File: src/include/cs_cfg.svh
// timing counts, trace codes and configuration bit positions for the conversion sequencer
// assumes a single system clock; counts are in clock cycles
`ifndef CS_CFG_SVH
`define CS_CFG_SVH
`define CS_ADC_CYCLES 130585
`define CS_DSP_CYCLES 3220
`define CS_EOC_CYCLES 8
`define CS_TRACE_PERIOD 16
`define CS_TRACE_LEAD 9
`define CS_TRST_MIN 16
`define CS_CFG_REPEAT_BIT 15
`define CS_CFG_OPAMP_PD_BIT 0
`define CS_CODE_TEMP 8'hd8
`define CS_CODE_SIG 8'hd9
`define CS_CODE_OUT 8'hea
`define CS_PTR_TEMP 8'h01
`define CS_PTR_SIG 8'h3b
`define CS_PTR_OUT 8'h65
`endif

File: src/include/cs_pkg.sv
// types shared by the conversion sequencer
// no dependencies
`default_nettype none
package cs_pkg;
  typedef enum logic [2:0] {
    CS_IDLE = 3'h0,
    CS_ADC = 3'h1,
    CS_DSP = 3'h2,
    CS_EOC = 3'h3,
    CS_WAIT_LOW = 3'h4
  } cs_state_e;
endpackage
`default_nettype wire

File: src/hw/cs_sequencer.sv
// conversion sequencer: adc phase, dsp trace phase, done strobe, density dac output
// assumes start, trace reset and the data inputs are synchronous to clk_sys
// Summary of operation
// - coefficient trace codes d0-d7 at fixed pointers
// - d8 temperature, d9 signal, ea output traced
// - adc 130585, dsp 3220, eoc eight cycles
// - output word stable at done falling edge
// - temperature first half, then sensor sample
// - start high at power-up converts automatically
// - repeat setting restarts conversions unaided
// - output word becomes density bitstream
// - power-down bit disables the op amp
// - test start drives both trace pins
// - trace every 16n+9 cycles after start of the first dsp phase after test start
// - test reset low floats pin at once, 16 cycles low ends the session
`include "cs_cfg.svh"
`default_nettype none
module cs_sequencer #(
  parameter int ADC_CYCLES = `CS_ADC_CYCLES,
  parameter int DSP_CYCLES = `CS_DSP_CYCLES,
  parameter int STEPS = 16
) (
  input wire logic clk_sys,
  input wire logic rstn,
  input wire logic start,
  input wire logic test_start,
  input wire logic trace_rstn,
  input wire logic [15:0] config_word,
  input wire logic [15:0] coeff [8],
  input wire logic [15:0] temp_sample,
  input wire logic [15:0] sig_sample,
  input wire logic [11:0] comp_word,
  output logic sample_temp,
  output logic sample_sig,
  output logic eoc,
  output logic [11:0] data_out,
  output logic dac_out,
  output logic opamp_en,
  output logic trace_serial_out,
  output logic trace_io_out,
  output logic trace_io_oe
);
  // pointer shown on the io pin for each trace step
  localparam logic [7:0] PTRS [STEPS] = '{
    8'h66,
    8'h47,
    8'h11,
    8'h2e,
    8'h38,
    8'h03,
    8'h22,
    8'h56,
    `CS_PTR_TEMP,
    `CS_PTR_SIG,
    `CS_PTR_OUT,
    8'h00,
    8'h00,
    8'h00,
    8'h00,
    8'h00
  };
  logic [1:0] rst_sync_q;
  logic rst_n;
  cs_pkg::cs_state_e state_q;
  cs_pkg::cs_state_e state_d;
  logic [17:0] cnt_q;
  logic start_q;
  logic test_q;
  logic [11:0] data_q;
  logic [12:0] acc_q;
  logic [3:0] step_q;
  logic [4:0] bit_q;
  logic [4:0] trst_q;
  logic [15:0] s_reg;
  logic [15:0] s_sh_q;
  logic [15:0] pp_sh_q;
  logic [7:0] ps_code;
  logic [7:0] pp_val;
  logic tracing_q;
  logic go;
  logic adc_done;
  logic dsp_done;
  logic eoc_done;
  logic half;

  always_ff @(posedge clk_sys or negedge rstn) begin
    if (!rstn) rst_sync_q <= 2'h0;
    else rst_sync_q <= {rst_sync_q[0], 1'b1};
  end
  assign rst_n = rst_sync_q[1];

  assign adc_done = (state_q == cs_pkg::CS_ADC) && (cnt_q == 18'(ADC_CYCLES - 1));
  assign dsp_done = (state_q == cs_pkg::CS_DSP) && (cnt_q == 18'(DSP_CYCLES - 1));
  assign eoc_done = (state_q == cs_pkg::CS_EOC) && (cnt_q == 18'(`CS_EOC_CYCLES - 1));
  assign half = cnt_q < 18'(ADC_CYCLES / 2);
  // rising start, start held high out of reset, or test start
  assign go = (start && !start_q) || test_start;
  assign sample_temp = (state_q == cs_pkg::CS_ADC) && half;
  assign sample_sig = (state_q == cs_pkg::CS_ADC) && !half;
  assign eoc = state_q == cs_pkg::CS_EOC;
  assign data_out = data_q;
  assign opamp_en = !config_word[`CS_CFG_OPAMP_PD_BIT];
  assign dac_out = acc_q[12];

  always_comb begin
    state_d = state_q;
    unique case (state_q)
      cs_pkg::CS_IDLE: begin
        if (go) state_d = cs_pkg::CS_ADC;
      end
      cs_pkg::CS_ADC: begin
        if (adc_done) state_d = cs_pkg::CS_DSP;
      end
      cs_pkg::CS_DSP: begin
        if (dsp_done) state_d = cs_pkg::CS_EOC;
      end
      cs_pkg::CS_EOC: if (eoc_done) begin
        if (config_word[`CS_CFG_REPEAT_BIT]) state_d = cs_pkg::CS_ADC;
        else state_d = cs_pkg::CS_WAIT_LOW;
      end
      cs_pkg::CS_WAIT_LOW: begin
        if (!start) state_d = cs_pkg::CS_IDLE;
      end
      default: state_d = cs_pkg::CS_IDLE;
    endcase
  end

  // counter restarts on every state change
  always_ff @(posedge clk_sys or negedge rst_n) begin
    if (!rst_n) begin
      state_q <= cs_pkg::CS_IDLE;
      cnt_q <= 18'h0;
      start_q <= 1'b0;
    end else begin
      state_q <= state_d;
      start_q <= start;
      cnt_q <= (state_d != state_q) ? 18'h0 : cnt_q + 18'h1;
    end
  end

  // word updates at end of dsp, stays through the whole done pulse
  always_ff @(posedge clk_sys or negedge rst_n) begin
    if (!rst_n) data_q <= 12'h000;
    else if (dsp_done) data_q <= comp_word;
  end

  // first-order density modulator
  always_ff @(posedge clk_sys or negedge rst_n) begin
    if (!rst_n) acc_q <= 13'h0000;
    else acc_q <= {1'b0, acc_q[11:0]} + {1'b0, data_q};
  end

  // trace session: latched by test start, ended by trace reset held low
  always_ff @(posedge clk_sys or negedge rst_n) begin
    if (!rst_n) begin
      test_q <= 1'b0;
      trst_q <= 5'h00;
    end else begin
      if (trace_rstn) trst_q <= 5'h00;
      else if (trst_q != 5'h1f) trst_q <= trst_q + 5'h01;
      if (test_start) test_q <= 1'b1;
      else if (trst_q >= 5'(`CS_TRST_MIN - 1)) test_q <= 1'b0;
    end
  end

  // steps past the output word trace as zero
  always_comb begin
    s_reg = 16'h0000;
    ps_code = 8'h00;
    if (step_q < 4'h8) begin
      s_reg = coeff[step_q[2:0]];
      ps_code = 8'hd0 + {5'h00, step_q[2:0]};
    end else if (step_q == 4'h8) begin
      s_reg = temp_sample;
      ps_code = `CS_CODE_TEMP;
    end else if (step_q == 4'h9) begin
      s_reg = sig_sample;
      ps_code = `CS_CODE_SIG;
    end else if (step_q == 4'ha) begin
      s_reg = {4'h0, comp_word};
      ps_code = `CS_CODE_OUT;
    end
  end
  assign pp_val = PTRS[step_q];

  // one step per 16 cycles after a 9-cycle lead
  always_ff @(posedge clk_sys or negedge rst_n) begin
    if (!rst_n) begin
      tracing_q <= 1'b0;
      step_q <= 4'h0;
      bit_q <= 5'h00;
      s_sh_q <= 16'h0000;
      pp_sh_q <= 16'h0000;
    end else if (test_start) begin
      tracing_q <= 1'b1;
      step_q <= 4'h0;
      bit_q <= 5'(`CS_TRACE_LEAD - 1);
    end else if (tracing_q && state_q == cs_pkg::CS_DSP) begin
      if (bit_q == 5'h00) begin
        s_sh_q <= s_reg;
        pp_sh_q <= {pp_val, ps_code};
        bit_q <= 5'(`CS_TRACE_PERIOD - 1);
        step_q <= (step_q == 4'ha) ? 4'h0 : step_q + 4'h1;
      end else begin
        bit_q <= bit_q - 5'h01;
        s_sh_q <= {1'b0, s_sh_q[15:1]};
        pp_sh_q <= {1'b0, pp_sh_q[15:1]};
      end
    end else if (!test_q) begin
      tracing_q <= 1'b0;
    end
  end

  assign trace_serial_out = s_sh_q[0];
  assign trace_io_out = pp_sh_q[0];
  assign trace_io_oe = test_q && trace_rstn;
endmodule
`default_nettype wire

File: config.mk
export PLATFORM = sky130hd
export DESIGN_NAME = cs_sequencer
export DESIGN_NICKNAME = d
export VERILOG_FILES = /design/src/include/cs_pkg.sv /design/src/hw/cs_sequencer.sv
export VERILOG_INCLUDE_DIRS = /design/src /design/src/include
export SDC_FILE = /design/constraint.sdc
export NUM_CORES = 1
export LEC_CHECK = 0
export BUFFER_PORTS_ARGS = -buffer_cell sky130_fd_sc_hd__buf_2
export CAP_MARGIN = 20
export CORE_MARGIN = 5
export CORE_UTILIZATION = 41
export DETAILED_ROUTE_END_ITERATION = 10
export GPL_ROUTABILITY_DRIVEN = 0
export PLACE_DENSITY = 0.64
export REMOVE_ABC_BUFFERS = 1
export SLEW_MARGIN = 20
export SYNTH_ARGS = -nofsm -noshare
export SYNTH_HDL_FRONTEND = slang
export SYNTH_SLANG_ARGS = --single-unit
File: constraint.sdc
create_clock -name clk_sys -period 4 [get_ports clk_sys]
set_input_delay 0.4 -clock clk_sys [delete_from_list [all_inputs] [get_ports clk_sys]]
set_output_delay 0.4 -clock clk_sys [all_outputs]
set_load 0.02 [all_outputs]
==> impl_results.md, run 1 <==
- Worst hold path type: in -> reg
- Setup bufs post-CTS: 0
- Clk buf depth: 2
- Antenna Cells: 0
- Post-CTS Hold Fix Bufs: 1
- CTS tree: built
- CTS H-tree lvls: 3
- Final setup viols: 0
- Worst-Margin Slew: 888 ps
- Startpoint Class: register
- Critical Path Slowest Stage Cell: mux4_1
- Initial Util: 41.8%
- Yosys warns: 0
- Reg area: 0.00241 mm²
- Fin worst setup slack: 1430 ps
- Pre-CTS setup slack: 1400 ps
- Power density cells: 390 mW/mm²
- GRT Overall Usage: 20.6%
- Die area: 0.0181 mm²
- DRT Pass-1 Iters: 5
- CP Max Fanout: 49
- Synthesized flop and latch total: 96
- Core Rows: 45
- Syn Inst Count: 657
- Clk_lat worst skew: 350 ps
- Root Driver: clkbuf_16
- Crit path kind: reg -> reg
- CP arrival: 2810 ps
- Max-cap viol count: 0
- # DRC: 0
- Crit path largest cell delay: 670 ps
- Worst path cell trace: buf_4 -> mux4_1 -> nand2_1 -> a21oi_1 -> a2111oi_0 -> o31ai_1
- First-pass GRT wire length: 29700 µm
- Worst endpoint required time: 4230 ps
- Area occupied by multi-input gates: 0.00363 mm²
- WL per Instance: 18.0 µm
- Min cycle time layout: 2570 ps
- Die Span X: 134 µm
- Rel. slew slack: 40.8%
- Detail Route Antenna Nets: 0
- Synth async-reset ratio: 100%
- Detailed placer's ending HPWL: 14100 µm
- EDFF count, synth: 0
- Fin. Hold Viols: 0
- Slew Viols, Final: 0
- Largest net degree at the start of global routing: 50
- IO Port Bufs: 198
- Worst vdd ir: 285 µV
- Core footprint: 0.0152 mm²
- First DRT Iteration DRCs: 397
- Clk_skew: 10.3 ps
- Synthesized area: 0.00635 mm²
- Fmax: 0.389 GHz
- Syn avg cell area: 9.67 µm²
- Vias per inst: 5.59
- Crit-path leading delay family: multiplexers
- Hold WS: 183 ps
- Outcome: finished, final reports clean
- Area Overhead vs Synth: 22.1%
- Register area share after synthesis: 37.8%
- Grt total ovfl: 0
- RSZ-0062 raised after global routing: false
- Layout cells sized above 1: 31.6%
- Final worst-path cycle share: 64.3%
- Antenna violations before repair: 0
- IO Count: 213
- Vias in the first global route: 5717
- Sink Count: 96
- Crit end category: register
- Final core utilization: 51.0%
- Chip Height: 134 µm
- Most used DFF post-synth: dfrtp_1
- Total Power: 3.03 mW
- # resized after CTS: 0
- CP Buf/Inv Count: 1
- Filler cells: 1470
- Nets@finish: 1059
- Worst-path clk slew: 70 ps
- Static Leak: 3.60 nW
- Cell variety after synth: 69
- Via count: 5772
- Total Wirelength: 18600 µm
- Setup TNS: 0 ps
- Clock buffer count from CTS: 9
cell families (layout without fill, tap and decap cells):
kind of cell | count (synthesis) | after routing | share of synthesized area, %
adder cells (fa/ha/maj) | 26 | 26 | 5.24
AO/OA/AOI/OAI | 164 | 164 | 17.2
flip-flops | 96 | 96 | 37.8
XOR/XNOR | 26 | 26 | 3.58
multiplexers | 59 | 59 | 13.8
AND/OR/NAND/NOR | 222 | 222 | 17.2
buffers and inverters | 63 | 251 | 5.06
other | 1 | 1 | 0.0590
power by group:
part           internal, mW  switching [mW]  total, mW
registers              1.15           0.135       1.28
clock network         0.492           0.400      0.892
logic                 0.378           0.472      0.851
total                  2.02            1.01       3.03
placed cells by master (no fill, tap or decap), types with 13 or more instances in the layout:
cell | synthesis | layout
inv_1 | 24 | 24
a21oi_1 | 33 | 33
nand2_1 | 65 | 65
dfrtp_1 | 96 | 94
ha_1 | 25 | 25
mux4_2 | 14 | 14
xnor2_1 | 13 | 13
mux2i_1 | 26 | 26
nand3_1 | 13 | 13
o21ai_0 | 37 | 37
xor2_1 | 13 | 13
nor2_1 | 71 | 71
mux2_2 | 13 | 13
buf_2 | 7 | 198
cell type report:
class	count	area share, %
Multi-Input combinational cell	498	46.8
Sequential cell	96	31.0
Timing Repair Buffer	211	14.1
Tap cell	188	3.03
Clock buffer	9	2.90
Inverter	24	1.16
Clock inverter	7	1.02
final timing paths:
path	startpoint	to	slack, ps	cells after the start
worst max-delay path	step_q[0]	s_sh_q[5]	1430	6
min in group asynchronous	rst_sync_q[1]	s_sh_q[3]	300	0
worst max register to register	step_q[0]	s_sh_q[5]	1430	6
worst min-delay path	start	start_q	180	1
worst min register to register	rst_sync_q[1]	s_sh_q[3]	300	0
max in group asynchronous	rst_sync_q[1]	cnt_q[17]	2920	1
cell usage after synthesis, types with 4 or more instances:
cell / instances / area share [%]
a211oi_1: 6 / 0.71
ha_1: 25 / 4.9
xor2_1: 13 / 1.8
o211ai_1: 10 / 1.2
a22o_1: 9 / 1.2
nand3_1: 13 / 1.0
xnor2_1: 13 / 1.8
o21a_1: 4 / 0.47
a21oi_1: 33 / 2.6
o221ai_1: 10 / 1.4
mux2_2: 13 / 2.3
buf_6: 5 / 0.89
o31ai_1: 6 / 0.71
clkbuf_1: 16 / 0.95
nor2_1: 71 / 4.2
a31oi_1: 8 / 0.79
buf_2: 7 / 0.55
a22oi_1: 6 / 0.71
mux2i_1: 26 / 4.1
nand2b_1: 4 / 0.39
nand2_1: 65 / 3.8
nor3_1: 12 / 0.95
and3_1: 5 / 0.49
nor4_1: 4 / 0.39
and2_1: 8 / 0.79
mux4_1: 6 / 2.5
inv_1: 24 / 1.4
nand4_1: 7 / 0.69
mux4_2: 14 / 5.0
a21o_1: 8 / 0.95
nor2b_1: 7 / 0.69
o21ai_0: 37 / 2.9
o21ai_1: 4 / 0.32
buf_4: 10 / 1.2
dfrtp_1: 96 / 38
a221o_1: 4 / 0.63
state kept, by name, indices dropped and copies added (netlist names):
signal and flops:
test_q 1, start_q 1, rst_sync_q 2, state_q 3, acc_q 13, data_out 12
step_q 4, tracing_q 1, pp_sh_q 15, bit_q 5, cnt_q 18, trst_q 5
s_sh_q 16
routing by layer:
metal  GRT usage (%)  part of all wire (%)  up-vias
li1                -                     -     2769
met2            35.6                    49      220
met4            5.43                   2.1        0
met1            25.8                    41     2752
met3            5.25                   8.1       31
met5               0                     0        -
stage by stage:
stage / instance area [µm²] / instances
4_1_cts: 7760 / 1033
3_5_place_dp: 7440 / 1016
3_3_place_gp: 7440 / 1016
5_1_grt: 7760 / 1033
2_1_floorplan: 6120 / 618
6_report: 7760 / 1033
(Power assumes the default switching activity.)
==> run 2, diff against run 1 <==
--- a/config.mk
+++ b/config.mk
@@ -12,7 +12,7 @@
 export CORE_UTILIZATION = 41
 export DETAILED_ROUTE_END_ITERATION = 10
 export GPL_ROUTABILITY_DRIVEN = 0
-export PLACE_DENSITY = 0.64
+export PLACE_DENSITY = 0.67
 export REMOVE_ABC_BUFFERS = 1
 export SLEW_MARGIN = 20
 export SYNTH_ARGS = -nofsm -noshare
==> constraint.sdc (replaced) <==
create_clock -name clk_sys -period 2.29 [get_ports clk_sys]
set_input_delay 0.229 -clock clk_sys [delete_from_list [all_inputs] [get_ports clk_sys]]
set_output_delay 0.229 -clock clk_sys [all_outputs]
set_load 0.02 [all_outputs]
==> run 2 against run 1 <==
Sequential power rose by 76%. Critical endpoint is now acc_q[8]. Combinational power rose by 83%. Count of clock-buffer cells in the layout rose by 1. Sequential share of layout area fell by 1.0 points. Wire length rose by 2.7%. Clock power rose by 83%. Clock skew fell by 2.9 ps. First-iteration DRC count rose by 6.8%. Die area did not move. Sequential cell count did not move.
==> impl_results.md, run 2 (synthesis gave the netlist of run 1 again) <==
- Vias in the first global route: 5648 (was 5717)
- Crit path kind: reg -> reg (unchanged)
- Outcome: finished, final reports clean (unchanged)
- Final core utilization: 52.8% (was 51.0%)
- Max-cap viol count: 0 (unchanged)
- Die Span X: 134 µm (unchanged)
- Rel. slew slack: 59.7% (was 40.8%)
- Layout cells sized above 1: 33.3% (was 31.6%)
- CP arrival: 2390 ps (was 2810 ps)
- Hold worst-path end: start_q (unchanged)
- Clk_skew: 7.37 ps (was 10.3 ps)
- Static Leak: 3.76 nW (was 3.60 nW)
- Largest registers: cnt_q: 18 flops, s_sh_q: 16 flops, pp_sh_q: 15 flops (unchanged)
- Crit end category: register (unchanged)
- Largest net degree at the start of global routing: 44 (was 50)
- Worst vdd ir: 628 µV (was 285 µV)
- # DRC: 0 (unchanged)
- Vias per inst: 5.50 (was 5.59)
- WL per Instance: 18.1 µm (was 18.0 µm)
- RSZ-0062 raised after global routing: false (unchanged)
- Root Driver: clkbuf_16 (unchanged)
- Filler cells: 1426 (was 1470)
- Clk buf depth: 2 (unchanged)
- Top reg by flops: cnt_q (unchanged)
- Min cycle time layout: 2160 ps (was 2570 ps)
- Detailed placer's ending HPWL: 15000 µm (was 14100 µm)
- Slew Viols, Final: 0 (unchanged)
- Core Rows: 45 (unchanged)
- IO Port Bufs: 198 (unchanged)
- Worst endpoint required time: 2520 ps (was 4230 ps)
- Grt total ovfl: 0 (unchanged)
- Commonest non-fill, non-tap cell in the layout: buf_2 (unchanged)
- Chip Height: 134 µm (unchanged)
- Fin. Hold Viols: 0 (unchanged)
- Worst reg2reg path depth: 8 (was 6)
- First-pass GRT wire length: 29800 µm (was 29700 µm)
- Worst r2r src: data_out[0] (was step_q[0])
- Setup TNS: 0 ps (unchanged)
- Worst-path clk slew: 70 ps (about the same)
- Hold Crit Start: start (unchanged)
- GRT Overall Usage: 20.7% (was 20.6%)
- Startpoint Class: register (unchanged)
- Initial Util: 41.8% (unchanged)
- Antenna violations before repair: 1 (was 0)
- DRT Pass-1 Iters: 7 (was 5)
- RR Endpoint: acc_q[8] (was s_sh_q[5])
- Final worst-path cycle share: 94.4% (was 64.3%)
- R2r setup slk: 130 ps (was 1430 ps)
- Clock buffer count from CTS: 9 (unchanged)
- Via count: 5799 (was 5772)
- Area occupied by multi-input gates: 0.00365 mm² (was 0.00363 mm²)
- Fmax: 0.462 GHz (was 0.389 GHz)
- Worst-Margin Slew: 604 ps (was 888 ps)
- CTS H-tree lvls: 3 (unchanged)
- Power density cells: 678 mW/mm² (was 390 mW/mm²)
- IO Count: 213 (unchanged)
- Total Power: 5.44 mW (was 3.03 mW)
- Setup bufs post-CTS: 0 (unchanged)
- Die area: 0.0181 mm² (unchanged)
- Core footprint: 0.0152 mm² (unchanged)
- Antenna Cells: 0 (unchanged)
- Total Wirelength: 19100 µm (was 18600 µm)
- Detail Route Antenna Nets: 0 (unchanged)
- Area Overhead vs Synth: 26.3% (was 22.1%)
- Final setup viols: 0 (unchanged)
- First DRT Iteration DRCs: 424 (was 397)
- Reg area: 0.00241 mm² (unchanged)
- Hold WS: 17.6 ps (was 183 ps)
- CP Max Fanout: 4 (was 49)
- Clk_lat worst skew: 340 ps (was 350 ps)
- Hold path depth: 1 (unchanged)
- Final non-filler cell total: 1055 (was 1033)
- Max reg flops: 18 (unchanged)
- CTS tree: built (unchanged)
- Placed cell count: 1039 (was 1016)
- Sink Count: 96 (unchanged)
- Most frequent cells in the layout: buf_2, dfrtp_1, nor2_1, nand2_1, o21ai_0 (unchanged)
- Nets@finish: 1082 (was 1059)
- Worst hold path type: in -> reg (unchanged)
[run 2: cell types whose count changed in the layout (fill, tap and decap cells not counted), sizes merged]
cell	previous run	this run
clkbuf	9	10
clkinvlp	2	1
buf	210	233
bufinv	1	2
inv	26	24
[run 2: layer usage]
metal	up-vias	track usage, %	wire (µm)	part of all wire, %
met1	2772	24.7	7720	40
li1	2819	-	-	-
met2	188	38.2	9860	52
met4	2	5.09	289	1.5
met5	-	0	7	0.037
met3	18	3.95	1240	6.5
[run 2: worst max-delay path by stage]
| stage | startpoint | end | slack, ps | cells after the start |
|---|---|---|---|---|
| after floorplan | step_q[0] | s_sh_q[5] | -1350 | 6 |
| after detailed placement | data_out[0] | acc_q[12] | 170 | 8 |
| after global placement | data_out[0] | acc_q[12] | 200 | 8 |
| after global routing | cnt_q[5] | sample_temp | 10 | 5 |
| final | data_out[0] | acc_q[8] | 130 | 8 |
| after CTS | cnt_q[5] | sample_temp | 80 | 5 |
[run 2: per-stage QoR]
stage / instance area (µm²) / worst slack, ps
3_3_place_gp: 7680 / 199
5_1_grt: 8030 / 10.0
2_1_floorplan: 6120 / -1350
6_report: 8030 / 127
4_1_cts: 8010 / 76.4
3_5_place_dp: 7680 / 175
[run 2: final cells by class]
cell class | count | share of cell area (%)
Clock inverter | 5 | 1.01
Inverter | 24 | 1.12
Timing Repair Buffer | 234 | 16.5
Tap cell | 188 | 2.93
Clock buffer | 10 | 2.98
Multi-Input combinational cell | 498 | 45.4
Sequential cell | 96 | 30.0
[run 2: worst max-delay path: stages, from the launching register on]
cell and delay, ps:
dfrtp_1 360, ha_1 180, inv_1 60, fa_1 410, nor2b_1 170, o31a_1 200, o31a_1 280, nor4_1 80
a311o_1 320
[run 2: where the power goes]
part	switching, mW	total, mW	leakage, nW	internal, mW
registers	0.238	2.25	1.25	2.01
logic	0.833	1.56	2.35	0.731
clock network	0.648	1.63	0.155	0.981
[run 2: timing repair]
action | in CTS | in global routing
resized for setup | 0 | 3
hold buffers | 1 | 0
endpoints found under the hold margin | 2 | 0
setup endpoints to repair | 0 | 2
